[src/design/sdc_consts.vh]
// Constants for the scaled difference comparator: register map, fields, limits.
`ifndef SDC_CONSTS_VH
`define SDC_CONSTS_VH
// ----------------------------------------------------------------
// Register byte offsets
// ----------------------------------------------------------------
`define SDC_REG_CTRL 8'h00
`define SDC_REG_GAIN 8'h04
`define SDC_REG_OFFSET 8'h08
`define SDC_REG_ON 8'h0C
`define SDC_REG_OFF 8'h10
`define SDC_REG_DECIMALS 8'h14
`define SDC_REG_STATUS 8'h18
`define SDC_REG_DIFF 8'h1C
// ----------------------------------------------------------------
// Field positions and reset values
// ----------------------------------------------------------------
`define SDC_CTRL_ON_SEL_BIT 0
`define SDC_CTRL_OFF_SEL_BIT 1
`define SDC_CTRL_EVAL_BIT 2
`define SDC_CTRL_ON_BLK_LSB 8
`define SDC_CTRL_OFF_BLK_LSB 16
`define SDC_STAT_Q_BIT 0
`define SDC_STAT_VALID_BIT 1
`define SDC_DEC_W 2
`define SDC_GAIN_RST 32'h00000064
`define SDC_ZERO_RST 32'h00000000
// ----------------------------------------------------------------
// Limits, gain divisor and bus response codes (gain in hundredths)
// ----------------------------------------------------------------
`define SDC_GAIN_MAX 32'sd1000
`define SDC_GAIN_MIN -32'sd1000
`define SDC_OFS_MAX 32'sd10000
`define SDC_OFS_MIN -32'sd10000
`define SDC_THR_MAX 32'sd20000
`define SDC_THR_MIN -32'sd20000
`define SDC_GAIN_DIV 32'sd100
`define SDC_RESP_OKAY 2'b00
`define SDC_RESP_SLVERR 2'b10
`endif

[src/design/sdc_eval.v]
// One evaluation of the scaled difference comparator.
`timescale 1ns/1ns
`include "sdc_consts.vh"
module sdc_eval #(
   parameter IN_W = 16
) (
   // Operands
   input wire signed [IN_W-1:0] first_input,
   input wire signed [IN_W-1:0] second_input,
   input wire signed [31:0] gain,
   input wire signed [31:0] offset,
   input wire signed [31:0] on_level,
   input wire signed [31:0] off_level,
   input wire q_prev,
   // Results
   output reg q_next,
   output wire signed [31:0] diff
);
   // Clamp a value into a window.
   function signed [31:0] clamp;
      input signed [31:0] v;
      input signed [31:0] lo;
      input signed [31:0] hi;
      begin
         if (v < lo) begin
            clamp = lo;
         end else if (v > hi) begin
            clamp = hi;
         end else begin
            clamp = v;
         end
      end
   endfunction

   // Scale one input; gain is in hundredths, division truncates toward zero.
   function signed [31:0] scale;
      input signed [31:0] x;
      input signed [31:0] g;
      input signed [31:0] b;
      reg signed [31:0] p;
      begin
         p = x * g;
         scale = p / `SDC_GAIN_DIV + b;
      end
   endfunction

   wire signed [31:0] gain_c;
   wire signed [31:0] ofs_c;
   wire signed [31:0] work_x;
   wire signed [31:0] work_y;

   // Settings are clamped to their legal ranges.
   assign gain_c = clamp(gain, `SDC_GAIN_MIN, `SDC_GAIN_MAX);
   assign ofs_c = clamp(offset, `SDC_OFS_MIN, `SDC_OFS_MAX);
   // Same gain and offset for both inputs.
   assign work_x = scale({{(32-IN_W){first_input[IN_W-1]}}, first_input}, gain_c, ofs_c);
   assign work_y = scale({{(32-IN_W){second_input[IN_W-1]}}, second_input}, gain_c, ofs_c);
   // Plain integer compare; decimals never enter here.
   assign diff = work_x - work_y;

   // Threshold decision.
   always @* begin
      q_next = q_prev;
      if (on_level >= off_level) begin
         if (diff > on_level) begin
            q_next = 1'b1;
         end else if (diff <= off_level) begin
            q_next = 1'b0;
         end else begin
            q_next = q_prev;
         end
      end else begin
         q_next = (diff >= on_level) && (diff < off_level);
      end
   end
endmodule

[src/design/sdc_top.v]
// Scaled difference comparator with AXI4-Lite register access.
//
// Design decisions made here: register access over AXI4-Lite and the address map.
`timescale 1ns/1ns
`include "sdc_consts.vh"
module sdc_top #(
   parameter IN_W = 16,
   parameter NBLK = 8
) (
   // Clock and reset
   input wire aclk,
   input wire aresetn,
   // Analog operands
   input wire [IN_W-1:0] first_input,
   input wire [IN_W-1:0] second_input,
   // Live values of other blocks, NBLK words of 32 bits
   input wire [NBLK*32-1:0] blk_values,
   // Comparator output
   output reg q_out,
   // AXI4-Lite write address
   input wire [7:0] s_axi_awaddr,
   input wire s_axi_awvalid,
   output reg s_axi_awready,
   // AXI4-Lite write data
   input wire [31:0] s_axi_wdata,
   input wire [3:0] s_axi_wstrb,
   input wire s_axi_wvalid,
   output reg s_axi_wready,
   // AXI4-Lite write response
   output reg [1:0] s_axi_bresp,
   output reg s_axi_bvalid,
   input wire s_axi_bready,
   // AXI4-Lite read address
   input wire [7:0] s_axi_araddr,
   input wire s_axi_arvalid,
   output reg s_axi_arready,
   // AXI4-Lite read data
   output reg [31:0] s_axi_rdata,
   output reg [1:0] s_axi_rresp,
   output reg s_axi_rvalid,
   input wire s_axi_rready
);
   // ----------------------------------------------------------------
   // Registers
   // ----------------------------------------------------------------
   reg [31:0] ctrl_q;
   reg [31:0] gain_q;
   reg [31:0] ofs_q;
   reg [31:0] on_q;
   reg [31:0] off_q;
   reg [`SDC_DEC_W-1:0] dec_q;
   reg valid_q;
   reg [31:0] diff_q;
   reg [7:0] awaddr_q;
   reg aw_have_q;
   reg [31:0] wdata_q;
   reg [3:0] wstrb_q;
   reg w_have_q;

   wire signed [31:0] diff_w;
   wire q_next_w;
   wire signed [31:0] on_lvl;
   wire signed [31:0] off_lvl;
   wire [7:0] on_idx;
   wire [7:0] off_idx;

   // Byte-lane merge for a register write.
   function [31:0] merge;
      input [31:0] old;
      input [31:0] nw;
      input [3:0] st;
      integer i;
      begin
         merge = old;
         for (i = 0; i < 4; i = i + 1) begin
            if (st[i]) begin
               merge[i*8 +: 8] = nw[i*8 +: 8];
            end
         end
      end
   endfunction

   // Pick a live value by block number; out of range reads zero.
   function [31:0] pick;
      input [NBLK*32-1:0] vals;
      input [7:0] idx;
      begin
         if (idx < NBLK) begin
            pick = vals[idx*32 +: 32];
         end else begin
            pick = 32'h00000000;
         end
      end
   endfunction

   // Clamp a threshold into its legal window.
   function [31:0] thr_clamp;
      input signed [31:0] v;
      begin
         if (v > `SDC_THR_MAX) begin
            thr_clamp = `SDC_THR_MAX;
         end else if (v < `SDC_THR_MIN) begin
            thr_clamp = `SDC_THR_MIN;
         end else begin
            thr_clamp = v;
         end
      end
   endfunction

   // ----------------------------------------------------------------
   // Threshold sources and evaluation
   // ----------------------------------------------------------------
   assign on_idx = ctrl_q[`SDC_CTRL_ON_BLK_LSB +: 8];
   assign off_idx = ctrl_q[`SDC_CTRL_OFF_BLK_LSB +: 8];
   // Either threshold may be a constant or another block's value.
   assign on_lvl = thr_clamp(ctrl_q[`SDC_CTRL_ON_SEL_BIT] ? pick(blk_values, on_idx)
                             : on_q);
   assign off_lvl = thr_clamp(ctrl_q[`SDC_CTRL_OFF_SEL_BIT] ? pick(blk_values, off_idx)
                              : off_q);

   sdc_eval #(
      .IN_W(IN_W)
   ) u_eval (
      .first_input(first_input),
      .second_input(second_input),
      .gain(gain_q),
      .offset(ofs_q),
      .on_level(on_lvl),
      .off_level(off_lvl),
      .q_prev(q_out),
      .q_next(q_next_w),
      .diff(diff_w)
   );

   // One evaluation per clock once enabled; output low until then.
   // Pulse filtering is left to a delay stage downstream, keeping this path short.
   always @(posedge aclk) begin
      if (!aresetn) begin
         q_out <= 1'b0;
         valid_q <= 1'b0;
         diff_q <= `SDC_ZERO_RST;
      end else if (ctrl_q[`SDC_CTRL_EVAL_BIT]) begin
         q_out <= q_next_w;
         valid_q <= 1'b1;
         diff_q <= diff_w;
      end
   end

   // ----------------------------------------------------------------
   // AXI4-Lite write path
   // ----------------------------------------------------------------
   // Address and data are latched independently; the write fires once both are held.
   always @(posedge aclk) begin
      if (!aresetn) begin
         s_axi_awready <= 1'b0;
         s_axi_wready <= 1'b0;
         s_axi_bvalid <= 1'b0;
         s_axi_bresp <= `SDC_RESP_OKAY;
         aw_have_q <= 1'b0;
         w_have_q <= 1'b0;
         awaddr_q <= 8'h00;
         wdata_q <= 32'h00000000;
         wstrb_q <= 4'h0;
         ctrl_q <= `SDC_ZERO_RST;
         gain_q <= `SDC_GAIN_RST;
         ofs_q <= `SDC_ZERO_RST;
         on_q <= `SDC_ZERO_RST;
         off_q <= `SDC_ZERO_RST;
         dec_q <= {`SDC_DEC_W{1'b0}};
      end else begin
         s_axi_awready <= !aw_have_q && !s_axi_awready && s_axi_awvalid && !s_axi_bvalid;
         s_axi_wready <= !w_have_q && !s_axi_wready && s_axi_wvalid && !s_axi_bvalid;
         if (s_axi_awvalid && s_axi_awready) begin
            aw_have_q <= 1'b1;
            awaddr_q <= s_axi_awaddr;
         end
         if (s_axi_wvalid && s_axi_wready) begin
            w_have_q <= 1'b1;
            wdata_q <= s_axi_wdata;
            wstrb_q <= s_axi_wstrb;
         end
         if (aw_have_q && w_have_q && !s_axi_bvalid) begin
            aw_have_q <= 1'b0;
            w_have_q <= 1'b0;
            s_axi_bvalid <= 1'b1;
            s_axi_bresp <= `SDC_RESP_OKAY;
            // Byte lanes below the word are ignored, so the decode sees whole words.
            case ({awaddr_q[7:2], 2'b00})
               `SDC_REG_CTRL: begin
                  ctrl_q <= merge(ctrl_q, wdata_q, wstrb_q);
               end
               `SDC_REG_GAIN: begin
                  gain_q <= merge(gain_q, wdata_q, wstrb_q);
               end
               `SDC_REG_OFFSET: begin
                  ofs_q <= merge(ofs_q, wdata_q, wstrb_q);
               end
               `SDC_REG_ON: begin
                  on_q <= merge(on_q, wdata_q, wstrb_q);
               end
               `SDC_REG_OFF: begin
                  off_q <= merge(off_q, wdata_q, wstrb_q);
               end
               `SDC_REG_DECIMALS: begin
                  if (wstrb_q[0]) begin
                     dec_q <= wdata_q[`SDC_DEC_W-1:0];
                  end
               end
               `SDC_REG_STATUS, `SDC_REG_DIFF: begin
                  s_axi_bresp <= `SDC_RESP_OKAY;
               end
               default: begin
                  s_axi_bresp <= `SDC_RESP_SLVERR;
               end
            endcase
         end else if (s_axi_bvalid && s_axi_bready) begin
            s_axi_bvalid <= 1'b0;
         end
      end
   end

   // ----------------------------------------------------------------
   // AXI4-Lite read path
   // ----------------------------------------------------------------
   // Reads answer one cycle after the address is taken.
   always @(posedge aclk) begin
      if (!aresetn) begin
         s_axi_arready <= 1'b0;
         s_axi_rvalid <= 1'b0;
         s_axi_rdata <= 32'h00000000;
         s_axi_rresp <= `SDC_RESP_OKAY;
      end else begin
         s_axi_arready <= !s_axi_arready && s_axi_arvalid && !s_axi_rvalid;
         if (s_axi_arvalid && s_axi_arready) begin
            s_axi_rvalid <= 1'b1;
            s_axi_rresp <= `SDC_RESP_OKAY;
            case ({s_axi_araddr[7:2], 2'b00})
               `SDC_REG_CTRL: s_axi_rdata <= ctrl_q;
               `SDC_REG_GAIN: s_axi_rdata <= gain_q;
               `SDC_REG_OFFSET: s_axi_rdata <= ofs_q;
               `SDC_REG_ON: s_axi_rdata <= on_q;
               `SDC_REG_OFF: s_axi_rdata <= off_q;
               `SDC_REG_DECIMALS: s_axi_rdata <= {30'h0, dec_q};
               `SDC_REG_STATUS: s_axi_rdata <= {30'h0, valid_q, q_out};
               `SDC_REG_DIFF: s_axi_rdata <= diff_q;
               default: begin
                  s_axi_rdata <= 32'h00000000;
                  s_axi_rresp <= `SDC_RESP_SLVERR;
               end
            endcase
         end else if (s_axi_rvalid && s_axi_rready) begin
            s_axi_rvalid <= 1'b0;
         end
      end
   end
endmodule

[config.mk]
export PLATFORM = sky130hd
export DESIGN_NAME = sdc_top
export DESIGN_NICKNAME = d
export VERILOG_FILES = /design/src/design/sdc_eval.v /design/src/design/sdc_top.v
export VERILOG_INCLUDE_DIRS = /design/src /design/src/design
export SDC_FILE = /design/constraint.sdc
export NUM_CORES = 2
export LEC_CHECK = 0
export ABC_AREA = 0
export BUFFER_PORTS_ARGS = -buffer_cell sky130_fd_sc_hd__buf_4
export CAP_MARGIN = 5
export CELL_PAD_IN_SITES_DETAIL_PLACEMENT = 1
export CELL_PAD_IN_SITES_GLOBAL_PLACEMENT = 2
export CORE_MARGIN = 4
export CORE_UTILIZATION = 25
export CTS_BUF_LIST = sky130_fd_sc_hd__clkbuf_8
export CTS_CLUSTER_SIZE = 40
export DETAILED_ROUTE_END_ITERATION = 12
export PLACE_DENSITY = 0.61
export SLEW_MARGIN = 20
export SYNTH_ARGS = -nofsm -noshare
export SYNTH_HDL_FRONTEND = slang
export SYNTH_SLANG_ARGS = --single-unit
[constraint.sdc]
create_clock -name aclk -period 29.5 [get_ports aclk]
set_input_delay 1.475 -clock aclk [delete_from_list [all_inputs] [get_ports aclk]]
set_output_delay 1.475 -clock aclk [all_outputs]
set_load 0.01 [all_outputs]
-- Word-level counts from Yosys, hierarchy flattened
Cells that the tools add are included.
- register bits: 283
- input bits: 347
- output and inout port bits: 42
- word-level logic and storage cells: 151
- $add $sub $neg: 3
- multipliers: 2
- div/mod/pow operators: 2
- magnitude comparators: 15
- equality and inequality tests: 15
- shift-type cells: 2
- muxes and demuxes: 22
- bitwise logic cells: 1
- reductions and logical operators: 52
- operators by type and width (operator ; count):
    indexed part select 256 x 14 -> 32 bit ; 2
    2-to-1 mux 32 bit ; 12
    case mux 32 bit (8 select lines) ; 1
    adder 32 bit ; 2
    divider 32 x 8 -> 32 bit, second input constant ; 2
    greater-or-equal comparator 32 bit ; 2
    greater-than comparator 32 x 16 -> 1 bit, second input constant ; 2
    < comparator 32 x 16 -> 1 bit, second input constant ; 2
    multiplier 16 x 32 -> 32 bit ; 2
    AND reduction 3 bit ; 21
    == test 6 x 3 -> 1 bit, second input constant ; 8
    greater-than comparator 32 x 11 -> 1 bit, second input constant ; 1
    greater-than comparator 32 x 15 -> 1 bit, second input constant ; 1
    greater-than comparator 32 bit ; 1
    less-or-equal comparator 32 bit ; 1
    < comparator 32 x 11 -> 1 bit, second input constant ; 1
    < comparator 32 x 15 -> 1 bit, second input constant ; 1
    < comparator 32 bit ; 1
    subtractor 32 bit ; 1
    == test 6 x 2 -> 1 bit, second input constant ; 4
    logical AND 1 bit ; 16
    < comparator 8 x 4 -> 1 bit, second input constant ; 2
    OR reduction 8 bit ; 2
    == test 6 x 1 -> 1 bit, second input constant ; 2
    9 further kinds ; 24

-- Longest topological paths before layout
- word-level depth: 11
- gate-level depth with buffers: 157
- depth with buffers taken out: 138

-- Cells and area by module
A second synthesis with hierarchy kept.
- cells, all modules: 7505
- area, all modules: 61499.0 um^2
- by module, submodules not included (module ; instances ; cells each ; area an instance (um^2) ; sequential area each (um^2)):
    sdc_eval ; 1 ; 5795 ; 44266.2 ; 0.0
    sdc_top ; 1 ; 1710 ; 17232.8 ; 5585.4

-- Worst setup path before layout
No wires, ideal clock.
- path type: input-to-reg
- start point: input port second_input[3]
- end point: register q_out
- setup time: 0.118 ns
- arrival: 31.314 ns
- required time: 29.382 ns
- setup slack: -1.932 ns
- cell stages on the path: 135
- buffers on the path: 8
- cell sequence: clkbuf_1 -> clkbuf_1 -> nand2_1 -> fa_1 -> inv_1 -> fa_1 -> inv_1 -> fa_1 -> inv_1 -> fa_1 -> fa_1 -> inv_1 -> fa_1 -> inv_1 -> ha_1 -> a211oi_1 -> o21ai_1 -> a41o_1 -> (+99 left out) -> a21oi_1 -> o21bai_1 -> a21oi_1 -> o21bai_1 -> a21oi_1 -> xnor2_1 -> xnor2_1 -> or3_1 -> nand2_1 -> ha_1 -> nand4_1 -> nor4b_1 -> a21oi_1 -> o2111ai_1 -> o21ai_0 -> mux2_2 -> a32oi_1 -> nor2b_1
- cells in the longest elaborated chain, start to end: 7
- elaborated cells between the ends (all ways): 13
- those cells by class: add/sub (2); mul (1); div (1); order compare (4); eq/ne (1); mux (2); reduce/logical (2)
- RTL lines (what ; RTL line ; source):
    start, declared ; sdc_top.v:15 ; input wire [IN_W-1:0] second_input,
    multiplier 16 x 32 -> 32 bit (*) ; sdc_eval.v:42 ; p = x * g;
    divider 32 x 8 -> 32 bit (no line) (*) ; - ;
    adder 32 bit (*) ; sdc_eval.v:43 ; scale = p / `SDC_GAIN_DIV + b;
    subtractor 32 bit (*) ; sdc_eval.v:59 ; assign diff = work_x - work_y;
    named net diff_w[31] ; sdc_top.v:60 ; wire signed [31:0] diff_w;
    less-or-equal comparator 32 bit (tied with other cells) ; sdc_eval.v:67 ; end else if (diff <= off_level) begin
    inequality test 3 bit (no line) (tied with other cells) ; - ;
    AND reduction 2 bit (no line) or 2-to-1 mux 1 bit (tied branches) ; - ;
    end signal, assigned ; sdc_top.v:143 ; q_out <= q_next_w;
    end, declared ; sdc_top.v:19 ; output reg q_out,
Mark *: on every way through the listed nets, which the timed path passes. The rest lies on a longest branch.
A chain may end at the register's enable or synchronous reset.

-- Worst setup path in the final report
- start point: register gain_q[23]
- end point: register q_out
- cells in the longest elaborated chain, start to end: 10
- elaborated cells between the ends (all ways): 20
- those cells by class: add/sub (3); mul (2); div (2); order compare (6); eq/ne (1); mux (4); reduce/logical (2)
- RTL lines (what ; RTL line ; source):
    start, declared ; sdc_top.v:47 ; reg [31:0] gain_q;
    start signal, assigned ; sdc_top.v:165 ; gain_q <= `SDC_GAIN_RST;
    start signal, assigned ; sdc_top.v:193 ; gain_q <= merge(gain_q, wdata_q, wstrb_q);
    greater-than comparator 32 x 11 -> 1 bit ; sdc_eval.v:27 ; end else if (v > hi) begin
    2-to-1 mux 32 bit ; sdc_eval.v:27 ;
    2-to-1 mux 32 bit (*) ; sdc_eval.v:25 ; if (v < lo) begin
    multiplier 16 x 32 -> 32 bit ; sdc_eval.v:42 ;
    divider 32 x 8 -> 32 bit (no line) ; - ;
    adder 32 bit ; sdc_eval.v:43 ;
    subtractor 32 bit (*) ; sdc_eval.v:59 ;
    named net diff_w[31] ; sdc_top.v:60 ;
    less-or-equal comparator 32 bit (tied with other cells) ; sdc_eval.v:67 ;
    inequality test 3 bit (no line) (tied with other cells) ; - ;
    AND reduction 2 bit (no line) or 2-to-1 mux 1 bit (tied branches) ; - ;
Marked as above.

==> impl_metrics.tcl <==
set metrics [dict create \
    slew_headroom 0.04137 \
    drv_slew 0 \
    cpMostUsedCell "a21oi_2" \
    period_needed_ps 30860 \
    hp-class "flip-flop to flip-flop" \
    cap_viol_max_count 0 \
    start_kind "flip-flop" \
    cts_sinks 279 \
    ys_seq_area_frac 0.09130 \
    gp_congestion 0.8849 \
    hpwl_um 215500 \
    worstSetupEndpointType "flip-flop" \
    period_share 1.046 \
    cts_inserted_buffers 48 \
    drc 0 \
    finalSetupViolations 1 \
    cp_max_fo 9 \
    synth_top_area_cell "fa_1" \
    critPathKind "flip-flop to flip-flop" \
    start_util 0.2513 \
    drt_iter0_markers 2932 \
    crit_required_ps 30010 \
    row_count 181 \
    synth-edff-count 0 \
    die_x_um 502.7 \
    rsz0062_at_grt "true" \
    cp_slowest_cell "fa_1" \
    nets 10560 \
    ctsHoldBuffers 0 \
    netlist_area_um2 61180 \
    clockBufferDepth 3 \
    grt_pass1_wl_um 393900 \
    portBuffers 382 \
    root_buffer "clkbuf_8" \
    final_cell_count_no_fill 12470 \
    drive_gt1_frac 0.3417 \
    ys.flop_type "dfxtp_1" \
    violations "setup timing" \
    synth_seq_cells 279 \
    die_h_um 502.7 \
    timing.fmax_ghz 0.03240 \
    synth_cell_types 149 \
    pin_count 389 \
    postSynth.asyncResetShare 0 \
    clk_pin_slew_ps 70 \
    critPathArrivalTime_ps 31370 \
    wl_per_cell_um 20.79 \
    fillers 28610 \
    clkLatencyLatePin_ps 640 \
    hold_ws_ps 435.5 \
    grt_usage 0.1965 \
    routed_wl_um 259100 \
    yosys_warnings 0 \
    drtPass1Iterations 8 \
    synth_top_area_share 0.2189 \
    synth_area_leaders "fa_1 (22%), dfxtp_1 (9.1%), inv_1 (7.0%)" \
    area_growth_pct 40.56 \
    synth_area_per_cell_um2 8.202 \
    viasPerCell 4.933 \
    skew_ps 57.24 \
    gr-total-overflow 0 \
    hold_viol 0 \
    cpPeakStageDelay_ps 560 \
    status "finished with violations" \
    coreArea_um2 243500 \
    ant_nets 0 \
    setup_slack_ps -1361 \
    die-area_um2 252700 \
    grt_max_degree 154 \
    place_inst 12190 \
    finish.utilization 0.3532 \
    tightest_slew_ps 1433 \
    vias 61500 \
    grt_pass1_vias 65920 \
    cts_tree "done" \
    syn_inst 7459 \
    antenna_found_initial 7 \
    cts_max_level 2 \
]
[synthesized netlist by cell type (all sizes together) (36+ instances only)]
master / instances
a21boi: 79
inv: 1141
a22o: 38
nand3: 121
mux2i: 296
mux4: 129
o2bb2ai: 60
a211oi: 71
a31oi: 68
xnor2: 241
nor2b: 220
o21ai: 320
o21bai: 43
nand4: 80
a21oi: 343
nor4: 54
and3: 73
dfxtp: 279
fa: 669
a21o: 82
or3: 37
o211ai: 50
a221oi: 78
nor2: 302
and2: 252
ha: 313
nor3: 106
o21a: 53
xor2: 75
clkbuf: 324
nand2b: 64
o31ai: 36
buf: 75
nand2: 780
[registers in the layout, summed over array words and instances, names as in the netlist, 2 cells and up]
name	cells
ofs_q	32
wstrb_q	4
awaddr_q	6
s_axi_rdata	32
on_q	32
diff_q	32
gain_q	32
wdata_q	32
dec_q	2
off_q	32
ctrl_q	32
[routing by layer]
layer	track usage	wire length [um]
met1	0.2609	116400
met2	0.3514	129700
met3	0.01213	7591
met4	0.03860	5370
met5	0	0
[placed cells by master, fill, tap and decap left out, types with 63 or more instances in the layout]
| cell type | synthesis | final |
|---|---|---|
| a21boi_0 | 67 | 63 |
| a21o_1 | 82 | 76 |
| a21oi_1 | 326 | 246 |
| a21oi_2 | 15 | 71 |
| a221oi_1 | 71 | 63 |
| and2_1 | 245 | 223 |
| buf_4 | 12 | 2010 |
| buf_6 | 3 | 66 |
| dfxtp_1 | 279 | 263 |
| fa_1 | 669 | 646 |
| ha_1 | 313 | 284 |
| inv_1 | 1138 | 1131 |
| mux2i_1 | 291 | 279 |
| mux4_2 | 129 | 129 |
| nand2_1 | 778 | 753 |
| nand3_1 | 120 | 105 |
| nand4_1 | 80 | 80 |
| nor2_1 | 297 | 254 |
| nor2b_1 | 220 | 220 |
| nor3_1 | 103 | 72 |
| o21ai_0 | 254 | 216 |
| xnor2_1 | 234 | 203 |
| xor2_1 | 75 | 68 |
[worst max-delay path, delay by kind of cell (launching register included)]
family	cells	cell delay, ps
AOI/OAI and AO/OA	77	14340
xor gates and xnor gates	4	660
adders and majority gates	11	4690
buffers and inverters	21	2460
DFF	1	340
muxes	3	980
and+or+nand+nor	30	7190
[logic make-up (layout without fill, tap and decap cells)]
kind of cell / count (synthesis) / after routing / synth area share
XOR/XNOR: 320 / 320 / 0.04776
AO/OA/AOI/OAI: 1660 / 1661 / 0.1965
flip-flops: 279 / 279 / 0.09130
other: 1 / 6 / 0.00006130
buffers and inverters: 1543 / 3342 / 0.09654
multiplexers: 447 / 447 / 0.1003
AND/OR/NAND/NOR: 2208 / 2208 / 0.1814
adder cells (fa/ha/maj): 1001 / 1001 / 0.2861
[timing repair]
item / 4_1_cts / 5_1_grt
gates cloned: 2 / 3
pin swaps: 92 / 383
resized for setup: 229 / 630
setup buffers: 49 / 140
endpoints found under the setup margin: 13 / 19
[metrics by stage]
| stage | setup slack [ps] | setup TNS [ps] | area, um2 |
|---|---|---|---|
| floorplan | -166.8 | -166.8 | 62040 |
| global placement | -2047 | -4881 | 79260 |
| detailed placement | -2693 | -10180 | 79270 |
| CTS | -1703 | -1915 | 81840 |
| global route | -3072 | -13590 | 85990 |
| finish | -1361 | -1361 | 85990 |
[cell type report]
| type | count | area [um2] | share of cell area |
|---|---|---|---|
| antenna | 4 | 10.01 | 0.0001164 |
| multi-input combinational | 5639 | 54410 | 0.6328 |
| tap | 3202 | 4006 | 0.04659 |
| sequential | 279 | 5615 | 0.06530 |
| clock inverter | 21 | 157.7 | 0.001833 |
| inverter | 1143 | 4300 | 0.05001 |
| clock buffer | 62 | 853.3 | 0.009924 |
| timing repair buffer | 2116 | 16630 | 0.1934 |
[final timing paths]
check	startpoint	end	slack [ps]	cells after the start
max	gain_q[23]	q_out	-1360	146
min	s_axi_rvalid	s_axi_arready	440	1
min reg2reg	s_axi_rvalid	s_axi_arready	440	1
max reg2reg	gain_q[23]	q_out	-1360	146
Power is not shown: default switching activity piles up to over one toggle a cycle in this logic, so the estimate is an artifact.
